<file path="config.mk">
export PLATFORM = sky130hd
export DESIGN_NAME = sw_interlock
export DESIGN_NICKNAME = d
export VERILOG_FILES = /design/src/hdl/sw_interlock_pkg.sv /design/src/hdl/sw_interlock.sv
export SDC_FILE = /design/constraint.sdc
export NUM_CORES = 1
export LEC_CHECK = 0
export ABC_CLOCK_PERIOD_IN_PS = 3500
export BUFFER_PORTS_ARGS = -buffer_cell sky130_fd_sc_hd__clkbuf_2
export CAP_MARGIN = 20
export CORE_MARGIN = 5
export CORE_UTILIZATION = 56
export CTS_CLUSTER_DIAMETER = 40
export CTS_CLUSTER_SIZE = 30
export DETAILED_ROUTE_END_ITERATION = 12
export PLACE_DENSITY = 0.9
export SLEW_MARGIN = 5
export SYNTH_ARGS = -nofsm -noshare
export SYNTH_HDL_FRONTEND = slang
export SYNTH_SLANG_ARGS = --single-unit
</file>
<file path="constraint.sdc">
create_clock -name core_clk_i -period 3.5 [get_ports core_clk_i]
set_input_delay 0.7 -clock core_clk_i [delete_from_list [all_inputs] [get_ports core_clk_i]]
set_output_delay 0.7 -clock core_clk_i [all_outputs]
set_load 0.02 [all_outputs]
</file>
<file path="src/hdl/sw_interlock_pkg.sv">
// Constants, field layouts and codes shared by the switching command interlock checker
package sw_interlock_pkg;

   // ****************************************************************
   // Register offsets (byte addresses)
   // ****************************************************************
   localparam logic [7:0] ADDR_CTRL = 8'h00;
   localparam logic [7:0] ADDR_CFG = 8'h04;
   localparam logic [7:0] ADDR_STAT = 8'h08;
   localparam logic [7:0] ADDR_VDN = 8'h0c;

   // Control register fields
   localparam int CTRL_AUTH_LSB = 0;
   localparam int CTRL_LOCAL_NI = 2;
   localparam logic [31:0] CTRL_RESET = 32'h0000_0001;
   localparam logic [31:0] CTRL_MASK = 32'h0000_0007;

   // Configuration register fields, one bit per switching device except the two pickup blocking bits
   localparam int CFG_CHK_LOCAL_LSB = 0;
   localparam int CFG_CHK_LRE_LSB = 4;
   localparam int CFG_REL_CLOSE_LSB = 8;
   localparam int CFG_REL_OPEN_LSB = 12;
   localparam int CFG_SETACT_LSB = 16;
   localparam int CFG_BLK_CLOSE = 20;
   localparam int CFG_BLK_OPEN = 21;
   localparam logic [31:0] CFG_RESET = 32'h003f_ffff;
   localparam logic [31:0] CFG_MASK = 32'h003f_ffff;

   // Status register fields
   localparam int STAT_BUSY = 0;
   localparam int STAT_LOGGED = 1;
   localparam int STAT_UNLOCK = 2;
   localparam int STAT_DEV_LSB = 4;
   localparam int STAT_RSN_LSB = 8;

   // ****************************************************************
   // Codes
   // ****************************************************************
   localparam logic [1:0] SRC_LOCAL = 2'h0;
   localparam logic [1:0] SRC_REMOTE = 2'h1;
   localparam logic [1:0] SRC_ENG = 2'h2;
   localparam logic [1:0] SRC_AUTO = 2'h3;

   localparam logic [1:0] AUTH_OFF = 2'h0;
   localparam logic [1:0] AUTH_LOCAL = 2'h1;
   localparam logic [1:0] AUTH_REMOTE = 2'h2;

   localparam logic [3:0] RSN_NONE = 4'h0;
   localparam logic [3:0] RSN_LOCAL_CTL = 4'h1;
   localparam logic [3:0] RSN_REMOTE_CTL = 4'h2;
   localparam logic [3:0] RSN_ENG_CTL = 4'h3;
   localparam logic [3:0] RSN_NOT_REG = 4'h4;
   localparam logic [3:0] RSN_BUSY = 4'h5;
   localparam logic [3:0] RSN_PROT = 4'h6;
   localparam logic [3:0] RSN_ZONE = 4'h7;
   localparam logic [3:0] RSN_SET_ACT = 4'h8;

   // Double-point position: open and closed; 00 and 11 are intermediate
   localparam logic [1:0] POS_OPEN = 2'h1;
   localparam logic [1:0] POS_CLOSED = 2'h2;

   typedef enum logic {
      ST_IDLE = 1'b0,
      ST_EXEC = 1'b1
   } state_t;

endpackage

</file>
<file path="src/hdl/sw_interlock.sv">
// Switching command interlock checker: authority, mode, zone, blocking, position checks
//
// Functional notes
// RL1: Authority priority local, engineering PC, remote.
// RL2: Local authority object gates only local commands.
// RL3: Store PC number at logon; match; clear.
// RL4: Local authority: remote/PC rejected, unregistered PC.
// RL5: Remote, no PC: local rejected, PC unregistered.
// RL6: Remote with PC: only PC commands enabled.
// RL7: No local-status check enables remote-control rejects.
// RL8: No authority check enables local/PC-control rejects.
// RL9: Automatic commands always pass authority check.
// RL10: Local mode setting; remote unlock by command.
// RL11: Remote unlock covers one operation only.
// RL12: Unlock honoured only for same source.
// RL13: Zone release configurable per device, per direction.
// RL14: Release status sampled every cycle while executing.
// RL15: One command at a time; others blocked.
// RL16: Pickup blocks close and trip separately, configurable.
// RL17: Pickup aborts operation in progress.
// RL18: Refuse command to position already held.
// RL19: Skip position check in intermediate position.
// RL20: Bypass per command code or switching mode.
// RL21: Emit feedback messages carrying the cause.
// RL22: One accept/reject per command with reason.
//
// Local design decisions: strobed register access and the register offsets.
`timescale 1ns/10ps

module sw_interlock (
   input wire logic core_clk_i,
   input wire logic resetn_i,
   // Register port
   input wire logic [7:0] reg_addr_i,
   input wire logic [31:0] reg_wdata_i,
   input wire logic reg_wr_i,
   input wire logic reg_rd_i,
   output logic [31:0] reg_rdata_o,
   // Command sources
   input wire logic cmd_valid_i,
   input wire logic [1:0] command_source_i,
   input wire logic [1:0] cmd_dev_i,
   input wire logic cmd_dir_i,
   input wire logic [7:0] cmd_vdn_i,
   input wire logic cmd_bypass_i,
   input wire logic unlock_i,
   input wire logic [1:0] unlock_source_i,
   input wire logic logon_i,
   input wire logic logoff_i,
   input wire logic [7:0] logon_vdn_i,
   // Plant pins
   input wire logic [7:0] pos_i,
   input wire logic [3:0] rel_close_i,
   input wire logic [3:0] rel_open_i,
   input wire logic pickup_i,
   // Decision and feedback
   output logic dec_valid_o,
   output logic dec_accept_o,
   output logic [3:0] dec_reason_o,
   output logic fb_valid_o,
   output logic fb_ok_o,
   output logic [3:0] fb_cause_o,
   output logic [1:0] fb_dev_o,
   output logic [3:0] close_o,
   output logic [3:0] open_o
);

   // ****************************************************************
   // Helper functions
   // ****************************************************************

   // Authority table; higher zones win (local, then PC, then remote)
   function automatic logic [3:0] auth_check(
      input logic [1:0] auth,
      input logic [1:0] src,
      input logic logged,
      input logic vmatch,
      input logic chk_l,
      input logic chk_lre);
      logic [3:0] r;
      r = sw_interlock_pkg::RSN_NONE;
      if (src == sw_interlock_pkg::SRC_AUTO) begin
         r = sw_interlock_pkg::RSN_NONE; // RL9
      end else if (src == sw_interlock_pkg::SRC_ENG && !vmatch) begin
         r = sw_interlock_pkg::RSN_NOT_REG; // RL3
      end else if (auth == sw_interlock_pkg::AUTH_LOCAL) begin
         if (src != sw_interlock_pkg::SRC_LOCAL && chk_lre) begin
            r = sw_interlock_pkg::RSN_LOCAL_CTL; // RL4 RL8
         end
      end else if (auth == sw_interlock_pkg::AUTH_REMOTE) begin
         if (logged) begin
            if (src == sw_interlock_pkg::SRC_LOCAL && chk_l) begin
               r = sw_interlock_pkg::RSN_ENG_CTL; // RL6 RL7
            end else if (src == sw_interlock_pkg::SRC_REMOTE && chk_lre) begin
               r = sw_interlock_pkg::RSN_ENG_CTL; // RL6 RL8
            end
         end else if (src == sw_interlock_pkg::SRC_LOCAL && chk_l) begin
            r = sw_interlock_pkg::RSN_REMOTE_CTL; // RL5 RL7
         end
      end
      return r;
   endfunction

   // Desired double-point code for a direction
   function automatic logic [1:0] target_pos(input logic dir);
      return dir ? sw_interlock_pkg::POS_CLOSED : sw_interlock_pkg::POS_OPEN;
   endfunction

   // Release enable and release status of one device in one direction
   function automatic logic zone_fail(
      input logic [3:0] en_c,
      input logic [3:0] en_o,
      input logic [3:0] rel_c,
      input logic [3:0] rel_o,
      input logic [1:0] dev,
      input logic dir);
      return dir ? (en_c[dev] && !rel_c[dev]) : (en_o[dev] && !rel_o[dev]);
   endfunction

   // ****************************************************************
   // Declarations
   // ****************************************************************
   logic [16:0] sync1_ff;
   logic [16:0] sync2_ff;
   logic [31:0] ctrl_ff;
   logic [31:0] cfg_ff;
   logic [31:0] reg_rdata_ff;
   logic logged_ff;
   logic [7:0] vdn_ff;
   logic unlock_ff;
   logic [1:0] unlock_src_ff;
   sw_interlock_pkg::state_t state_ff;
   sw_interlock_pkg::state_t nxt_state;
   logic [1:0] dev_ff;
   logic dir_ff;
   logic il_ff;
   logic [3:0] last_rsn_ff;
   logic dec_valid_ff;
   logic dec_accept_ff;
   logic [3:0] dec_reason_ff;
   logic fb_valid_ff;
   logic fb_ok_ff;
   logic [3:0] fb_cause_ff;
   logic [1:0] fb_dev_ff;
   logic [3:0] close_ff;
   logic [3:0] open_ff;

   // ****************************************************************
   // Pin synchronisers
   // ****************************************************************

   // Position, release and pickup come from the plant, asynchronous here
   always_ff @(posedge core_clk_i or negedge resetn_i) begin
      if (!resetn_i) begin
         sync1_ff <= 17'h0_0000;
         sync2_ff <= 17'h0_0000;
      end else begin
         sync1_ff <= {pickup_i, rel_open_i, rel_close_i, pos_i};
         sync2_ff <= sync1_ff;
      end
   end

   wire [7:0] pos_s = sync2_ff[7:0];
   wire [3:0] rel_c_s = sync2_ff[11:8];
   wire [3:0] rel_o_s = sync2_ff[15:12];
   wire pickup_s = sync2_ff[16];

   // ****************************************************************
   // Register decode
   // ****************************************************************
   wire wr_ctrl = reg_wr_i && reg_addr_i == sw_interlock_pkg::ADDR_CTRL;
   wire wr_cfg = reg_wr_i && reg_addr_i == sw_interlock_pkg::ADDR_CFG;
   wire [1:0] auth = ctrl_ff[sw_interlock_pkg::CTRL_AUTH_LSB +: 2];
   wire local_ni = ctrl_ff[sw_interlock_pkg::CTRL_LOCAL_NI];
   wire [3:0] chk_l = cfg_ff[sw_interlock_pkg::CFG_CHK_LOCAL_LSB +: 4];
   wire [3:0] chk_lre = cfg_ff[sw_interlock_pkg::CFG_CHK_LRE_LSB +: 4];
   wire [3:0] rel_en_c = cfg_ff[sw_interlock_pkg::CFG_REL_CLOSE_LSB +: 4]; // RL13
   wire [3:0] rel_en_o = cfg_ff[sw_interlock_pkg::CFG_REL_OPEN_LSB +: 4]; // RL13
   wire [3:0] setact_en = cfg_ff[sw_interlock_pkg::CFG_SETACT_LSB +: 4];
   wire blk_c = cfg_ff[sw_interlock_pkg::CFG_BLK_CLOSE];
   wire blk_o = cfg_ff[sw_interlock_pkg::CFG_BLK_OPEN];
   wire busy = state_ff == sw_interlock_pkg::ST_EXEC;

   // Status word shows the block's live state
   wire [31:0] stat_word = {20'h0_0000, last_rsn_ff, 2'h0, dev_ff, 1'b0, unlock_ff,
      logged_ff, busy};

   wire [31:0] rd_mux =
      (reg_addr_i == sw_interlock_pkg::ADDR_CTRL) ? ctrl_ff :
      (reg_addr_i == sw_interlock_pkg::ADDR_CFG) ? cfg_ff :
      (reg_addr_i == sw_interlock_pkg::ADDR_STAT) ? stat_word :
      (reg_addr_i == sw_interlock_pkg::ADDR_VDN) ? {24'h00_0000, vdn_ff} : 32'h0000_0000;

   // ****************************************************************
   // Command decision
   // ****************************************************************
   wire [1:0] cur_pos = pos_s[2 * cmd_dev_i +: 2];
   wire vmatch = logged_ff && cmd_vdn_i == vdn_ff; // RL3
   wire is_rem_src = command_source_i == sw_interlock_pkg::SRC_REMOTE ||
      command_source_i == sw_interlock_pkg::SRC_ENG;
   // Unlock only for the source that sent it, one operation
   wire unlock_hit = unlock_ff && is_rem_src &&
      unlock_src_ff == command_source_i; // RL11 RL12
   // Interlocking off: command bypass code, local mode, or remote unlock
   wire il_on = !cmd_bypass_i && // RL20
      !(command_source_i == sw_interlock_pkg::SRC_LOCAL && local_ni) && // RL10
      !unlock_hit; // RL10
   wire [3:0] auth_rsn = auth_check(auth, command_source_i, logged_ff, vmatch,
      chk_l[cmd_dev_i], chk_lre[cmd_dev_i]); // RL1 RL2
   wire prot_blk = pickup_s && (cmd_dir_i ? blk_c : blk_o); // RL16
   wire zone_blk = zone_fail(rel_en_c, rel_en_o, rel_c_s, rel_o_s, cmd_dev_i, cmd_dir_i);
   // Intermediate codes never equal a target, so the check drops out
   wire set_act = setact_en[cmd_dev_i] && cur_pos == target_pos(cmd_dir_i); // RL18 RL19

   // First failing cause wins; one reason per command
   wire [3:0] cmd_rsn =
      busy ? sw_interlock_pkg::RSN_BUSY : // RL15
      (auth_rsn != sw_interlock_pkg::RSN_NONE) ? auth_rsn :
      (il_on && prot_blk) ? sw_interlock_pkg::RSN_PROT : // RL16
      (il_on && zone_blk) ? sw_interlock_pkg::RSN_ZONE :
      set_act ? sw_interlock_pkg::RSN_SET_ACT : sw_interlock_pkg::RSN_NONE; // RL18
   wire cmd_ok = cmd_valid_i && cmd_rsn == sw_interlock_pkg::RSN_NONE;
   // Any remote or PC command from the unlocking source spends the unlock
   wire unlock_use = cmd_valid_i && unlock_hit; // RL11

   // ****************************************************************
   // Execution supervision
   // ****************************************************************
   wire [1:0] exec_pos = pos_s[2 * dev_ff +: 2];
   wire exec_done = busy && exec_pos == target_pos(dir_ff);
   // Release lost while running aborts an interlocked operation
   wire exec_zone = busy && il_ff &&
      zone_fail(rel_en_c, rel_en_o, rel_c_s, rel_o_s, dev_ff, dir_ff); // RL14
   wire exec_prot = busy && pickup_s; // RL17
   wire exec_end = exec_done || exec_zone || exec_prot;
   wire [3:0] end_cause = exec_prot ? sw_interlock_pkg::RSN_PROT :
      exec_zone ? sw_interlock_pkg::RSN_ZONE : sw_interlock_pkg::RSN_NONE;

   // Next state
   always_comb begin
      nxt_state = state_ff;
      unique case (state_ff)
         sw_interlock_pkg::ST_IDLE: begin
            if (cmd_ok) begin
               nxt_state = sw_interlock_pkg::ST_EXEC;
            end
         end
         sw_interlock_pkg::ST_EXEC: begin
            if (exec_end) begin
               nxt_state = sw_interlock_pkg::ST_IDLE;
            end
         end
      endcase
   end

   // ****************************************************************
   // Registers
   // ****************************************************************

   // Software registers and read data, answered one cycle after the strobe
   always_ff @(posedge core_clk_i or negedge resetn_i) begin
      if (!resetn_i) begin
         ctrl_ff <= sw_interlock_pkg::CTRL_RESET;
         cfg_ff <= sw_interlock_pkg::CFG_RESET;
         reg_rdata_ff <= 32'h0000_0000;
      end else begin
         if (wr_ctrl) begin
            ctrl_ff <= reg_wdata_i & sw_interlock_pkg::CTRL_MASK;
         end
         if (wr_cfg) begin
            cfg_ff <= reg_wdata_i & sw_interlock_pkg::CFG_MASK;
         end
         reg_rdata_ff <= reg_rd_i ? rd_mux : 32'h0000_0000;
      end
   end

   // Engineering PC logon; a logon in the logoff cycle wins
   always_ff @(posedge core_clk_i or negedge resetn_i) begin
      if (!resetn_i) begin
         logged_ff <= 1'b0;
         vdn_ff <= 8'h00;
      end else if (logon_i) begin
         logged_ff <= 1'b1; // RL3
         vdn_ff <= logon_vdn_i;
      end else if (logoff_i) begin
         logged_ff <= 1'b0; // RL3
         vdn_ff <= 8'h00;
      end
   end

   // Remote unlock; a new unlock beats the spend in the same cycle
   always_ff @(posedge core_clk_i or negedge resetn_i) begin
      if (!resetn_i) begin
         unlock_ff <= 1'b0;
         unlock_src_ff <= 2'h0;
      end else if (unlock_i) begin
         unlock_ff <= 1'b1; // RL11
         unlock_src_ff <= unlock_source_i;
      end else if (unlock_use) begin
         unlock_ff <= 1'b0; // RL11
      end
   end

   // Operation held while executing; outputs drop as it ends
   always_ff @(posedge core_clk_i or negedge resetn_i) begin
      if (!resetn_i) begin
         state_ff <= sw_interlock_pkg::ST_IDLE;
         dev_ff <= 2'h0;
         dir_ff <= 1'b0;
         il_ff <= 1'b0;
         close_ff <= 4'h0;
         open_ff <= 4'h0;
      end else begin
         state_ff <= nxt_state;
         if (cmd_ok && !busy) begin
            dev_ff <= cmd_dev_i;
            dir_ff <= cmd_dir_i;
            il_ff <= il_on;
            close_ff <= cmd_dir_i ? (4'h1 << cmd_dev_i) : 4'h0;
            open_ff <= cmd_dir_i ? 4'h0 : (4'h1 << cmd_dev_i);
         end else if (exec_end) begin
            close_ff <= 4'h0; // RL17
            open_ff <= 4'h0;
         end
      end
   end

   // Decision and feedback pulses; they travel on separate ports
   always_ff @(posedge core_clk_i or negedge resetn_i) begin
      if (!resetn_i) begin
         dec_valid_ff <= 1'b0;
         dec_accept_ff <= 1'b0;
         dec_reason_ff <= 4'h0;
         fb_valid_ff <= 1'b0;
         fb_ok_ff <= 1'b0;
         fb_cause_ff <= 4'h0;
         fb_dev_ff <= 2'h0;
         last_rsn_ff <= 4'h0;
      end else begin
         dec_valid_ff <= cmd_valid_i; // RL22
         dec_accept_ff <= cmd_ok;
         dec_reason_ff <= cmd_valid_i ? cmd_rsn : sw_interlock_pkg::RSN_NONE;
         fb_valid_ff <= exec_end; // RL21
         fb_ok_ff <= exec_end && !exec_prot && !exec_zone;
         fb_cause_ff <= exec_end ? end_cause : sw_interlock_pkg::RSN_NONE;
         fb_dev_ff <= exec_end ? dev_ff : 2'h0;
         if (cmd_valid_i) begin
            last_rsn_ff <= cmd_rsn;
         end
      end
   end

   assign reg_rdata_o = reg_rdata_ff;
   assign dec_valid_o = dec_valid_ff;
   assign dec_accept_o = dec_accept_ff;
   assign dec_reason_o = dec_reason_ff;
   assign fb_valid_o = fb_valid_ff;
   assign fb_ok_o = fb_ok_ff;
   assign fb_cause_o = fb_cause_ff;
   assign fb_dev_o = fb_dev_ff;
   assign close_o = close_ff;
   assign open_o = open_ff;

endmodule // sw_interlock

</file>
==> results.yml <==
status:
  status: "completed"
global_routing:
  top_usage_layer: "met2"
  met3_usage_pct: 6.98
  grt_use_total_pct: 23.1
  grt_util_met1_pct: 27.8
  use_met2_pct: 38.2
  grt_max_degree: 64
  grt_pass1_vias: 3814
  antenna_found_initial: 0
  grt_pass1_wl_um: 19800
  grt-ovfl-total: 0
synth:
  synth-simple-area-share_pct: 12.8
  yosys_warnings: 0
  synth_area_leaders: "dfrtp_1 (48%), dfstp_2 (12%), mux2_2 (6.1%)"
  synth-compound-area-share_pct: 5.85
  avgSynthCellArea_um2: 13.0
  synth_area_mm2: 0.00519
  synth_ff_type: "dfrtp_1"
  synthDistinctLibCells: 54
  ys_seq_area_share_pct: 59.3
  ys_ff_latch: 122
  synth_top_family_by_area: "multiplexers"
  synth_xor_area_share_pct: 1.69
  muxShareOfSynthArea_pct: 15.3
  synthAdderAreaFrac_pct: 0.964
  synth_edf_count: 0
  netlist_instances: 398
  netlist.area_leader.share_pct: 47.7
  synth_largest_area_cell: "dfrtp_1"
  async_reset_ff_share_pct: 100
pwr:
  power_density_mw_per_mm2: 637
  irDropWorstVdd_v: 0.000380
  p_int_mw: 3.02
  p_switching_mw: 1.12
  p_leak_nw: 3.17
  swShare_pct: 27.0
  power_frac_clock_pct: 43.9
  combPwrFrac_pct: 15.4
  p_seq_share_pct: 40.7
setup_path:
  cp_max_fo: 14
  crit_arrival_ns: 3.07
  endpoint_kind: "flip-flop"
  reg2reg_from: "cfg_ff[7]"
  crit_path_start_kind: "input pin"
  crit_type: "input pin to flip-flop"
  cp.required_ns: 3.91
  crit_start: "cmd_dev_i[0]"
finish:
  layout_common_cells: "clkbuf_2 (120), dfrtp_1 (99), nand2_1 (32)"
  layout_commonest_cell: "clkbuf_2"
  nNetsFinal: 620
  layout-area-overhead-vs-synth_pct: 24.9
  drive_above_1_share_pct: 43.1
  n_antenna_cell: 0
placed_design:
  place_congestion: 0.880
  port_buffers: 121
  hpwl_um: 8250
timing:
  setup-tns-final_ns: 0
  slew_violations: 0
  whs_ns: 0.231
  setup_violations: 0
  rsz0062_at_grt: "false"
  final-hold-violation-count: 0
  max_freq_ghz: 0.375
  period_needed_ns: 2.66
  maxSlewHeadroom_pct: 49.7
  fin_crit_sh_pct: 76.1
  worst_pin_slew_ns: 0.755
  fin_worst_skew_ns: 0.0108
floorplan:
  start_util_pct: 56.7
  die_w_um: 106
  design.die.area_mm2: 0.0113
  rows: 35
  num_io_pins: 143
  core_area_mm2: 0.00915
  die_y_um: 106
drt:
  wl_per_cell_um: 19.1
  firstDrtPassIters: 5
  routed_wl_um: 12500
  drtIter0Drc: 291
  antenna_left: 0
  vias: 3676
  drc_errors: 0
  vias_per_cell: 5.65
cts:
  cts_buffer_depth: 2
  cts_resized: 0
  ctsHoldBuffers: 0
  clock_latency_ns: 0.53
  cts_tree: "yes"
  cts_sinks: 122
  path_clk_slew_ns: 0.06
  cts-root-buf: "clkbuf_8"
  postCtsSetupBuffers: 0
  numCtsBuffers: 17
  htree_levels: 4
min_path:
  hold_class: "input pin to asynchronous set/reset pin"
job:
  max_cap_viol_count: 0
==> final cells by class <==
type,instances,area (um2)
tap,111,139
timing repair buffer,127,669
clock inverter,13,190
sequential,122,3080
fill,556,2670
inverter,9,33.8
clock buffer,19,432
multi-input combinational,250,1940
==> per-layer routing <==
layer	wire (um)	vias to the layer above
li1	-	1626
met1	4490	1809
met2	6490	198
met3	1060	43
met4	425	0
met5	0	-
==> flip-flops by register name (all words and copies together), names as in the netlist, 2 cells and up <==
register,flops
open_o,4
fb_cause_o,2
vdn_ff,8
cfg_ff,22
dec_reason_o,4
sync2_ff,17
ctrl_ff,3
last_rsn_ff,4
reg_rdata_o,22
fb_dev_o,2
unlock_src_ff,2
sync1_ff,17
close_o,4
dev_ff,2
==> per-stage QoR <==
stage | std cells | cell area, um2 | utilization [%] | setup WS, ns | power (mW)
floorplan | 408 | 5230 | - | 0.708 | 2.10
global placement | 618 | 5850 | 64.0 | 0.418 | 2.28
detailed placement | 618 | 5850 | 64.0 | 0.380 | 2.31
CTS | 650 | 6480 | 70.8 | 0.873 | 4.15
global route | 651 | 6490 | 70.9 | 0.780 | 4.29
finish | 651 | 6490 | 70.9 | 0.837 | 4.13
==> worst max-delay path, stage by stage <==
cell	delay [ns]
clkbuf_2	0.23
mux4_2	0.57
and3_4	0.21
o21ai_4	0.16
a31oi_1	0.17
or4_4	0.67
mux2_4	0.35
==> worst paths after layout <==
path	end	slack [ns]	depth (start not counted)
min in group core_clk_i	sync1_ff[14]	0.28	1
max in group asynchronous	cfg_ff[0]	2.42	2
worst max register to register	dev_ff[0]	0.95	6
worst min register to register	sync2_ff[0]	0.35	0
worst min-delay path	sync1_ff[15]	0.23	1
worst max-delay path	dev_ff[0]	0.84	7
==> power by group through the flow <==
stage | registers [mW] | logic, mW | clock network [mW]
after floorplan | 1.71 | 0.388 | 0
after global placement | 1.69 | 0.596 | 0
after detailed placement | 1.69 | 0.616 | 0
after CTS | 1.68 | 0.636 | 1.84
after global routing | 1.70 | 0.688 | 1.91
final | 1.68 | 0.638 | 1.81
==> synthesized netlist by cell type (all sizes together), types with 8 or more instances <==
library cell  number
nor2b              9
a21oi              8
dfrtp             99
o21ai             10
clkbuf             8
inv                9
mux2i             14
nor2              24
mux2              32
nand2             32
buf               19
and2              14
mux4              12
xnor2              8
nand2b            17
dfstp             23
==> kinds of logic (layout without fill, tap and decap cells) <==
logic type / after synthesis / in the layout
simple gates: 125 / 125
flops: 122 / 122
mux: 58 / 58
compound gates: 42 / 42
buf+inv: 36 / 168
xor+xnor: 10 / 10
fa+ha+maj: 4 / 4
other cells: 1 / 11
Power figures use the tool's default switching activity.
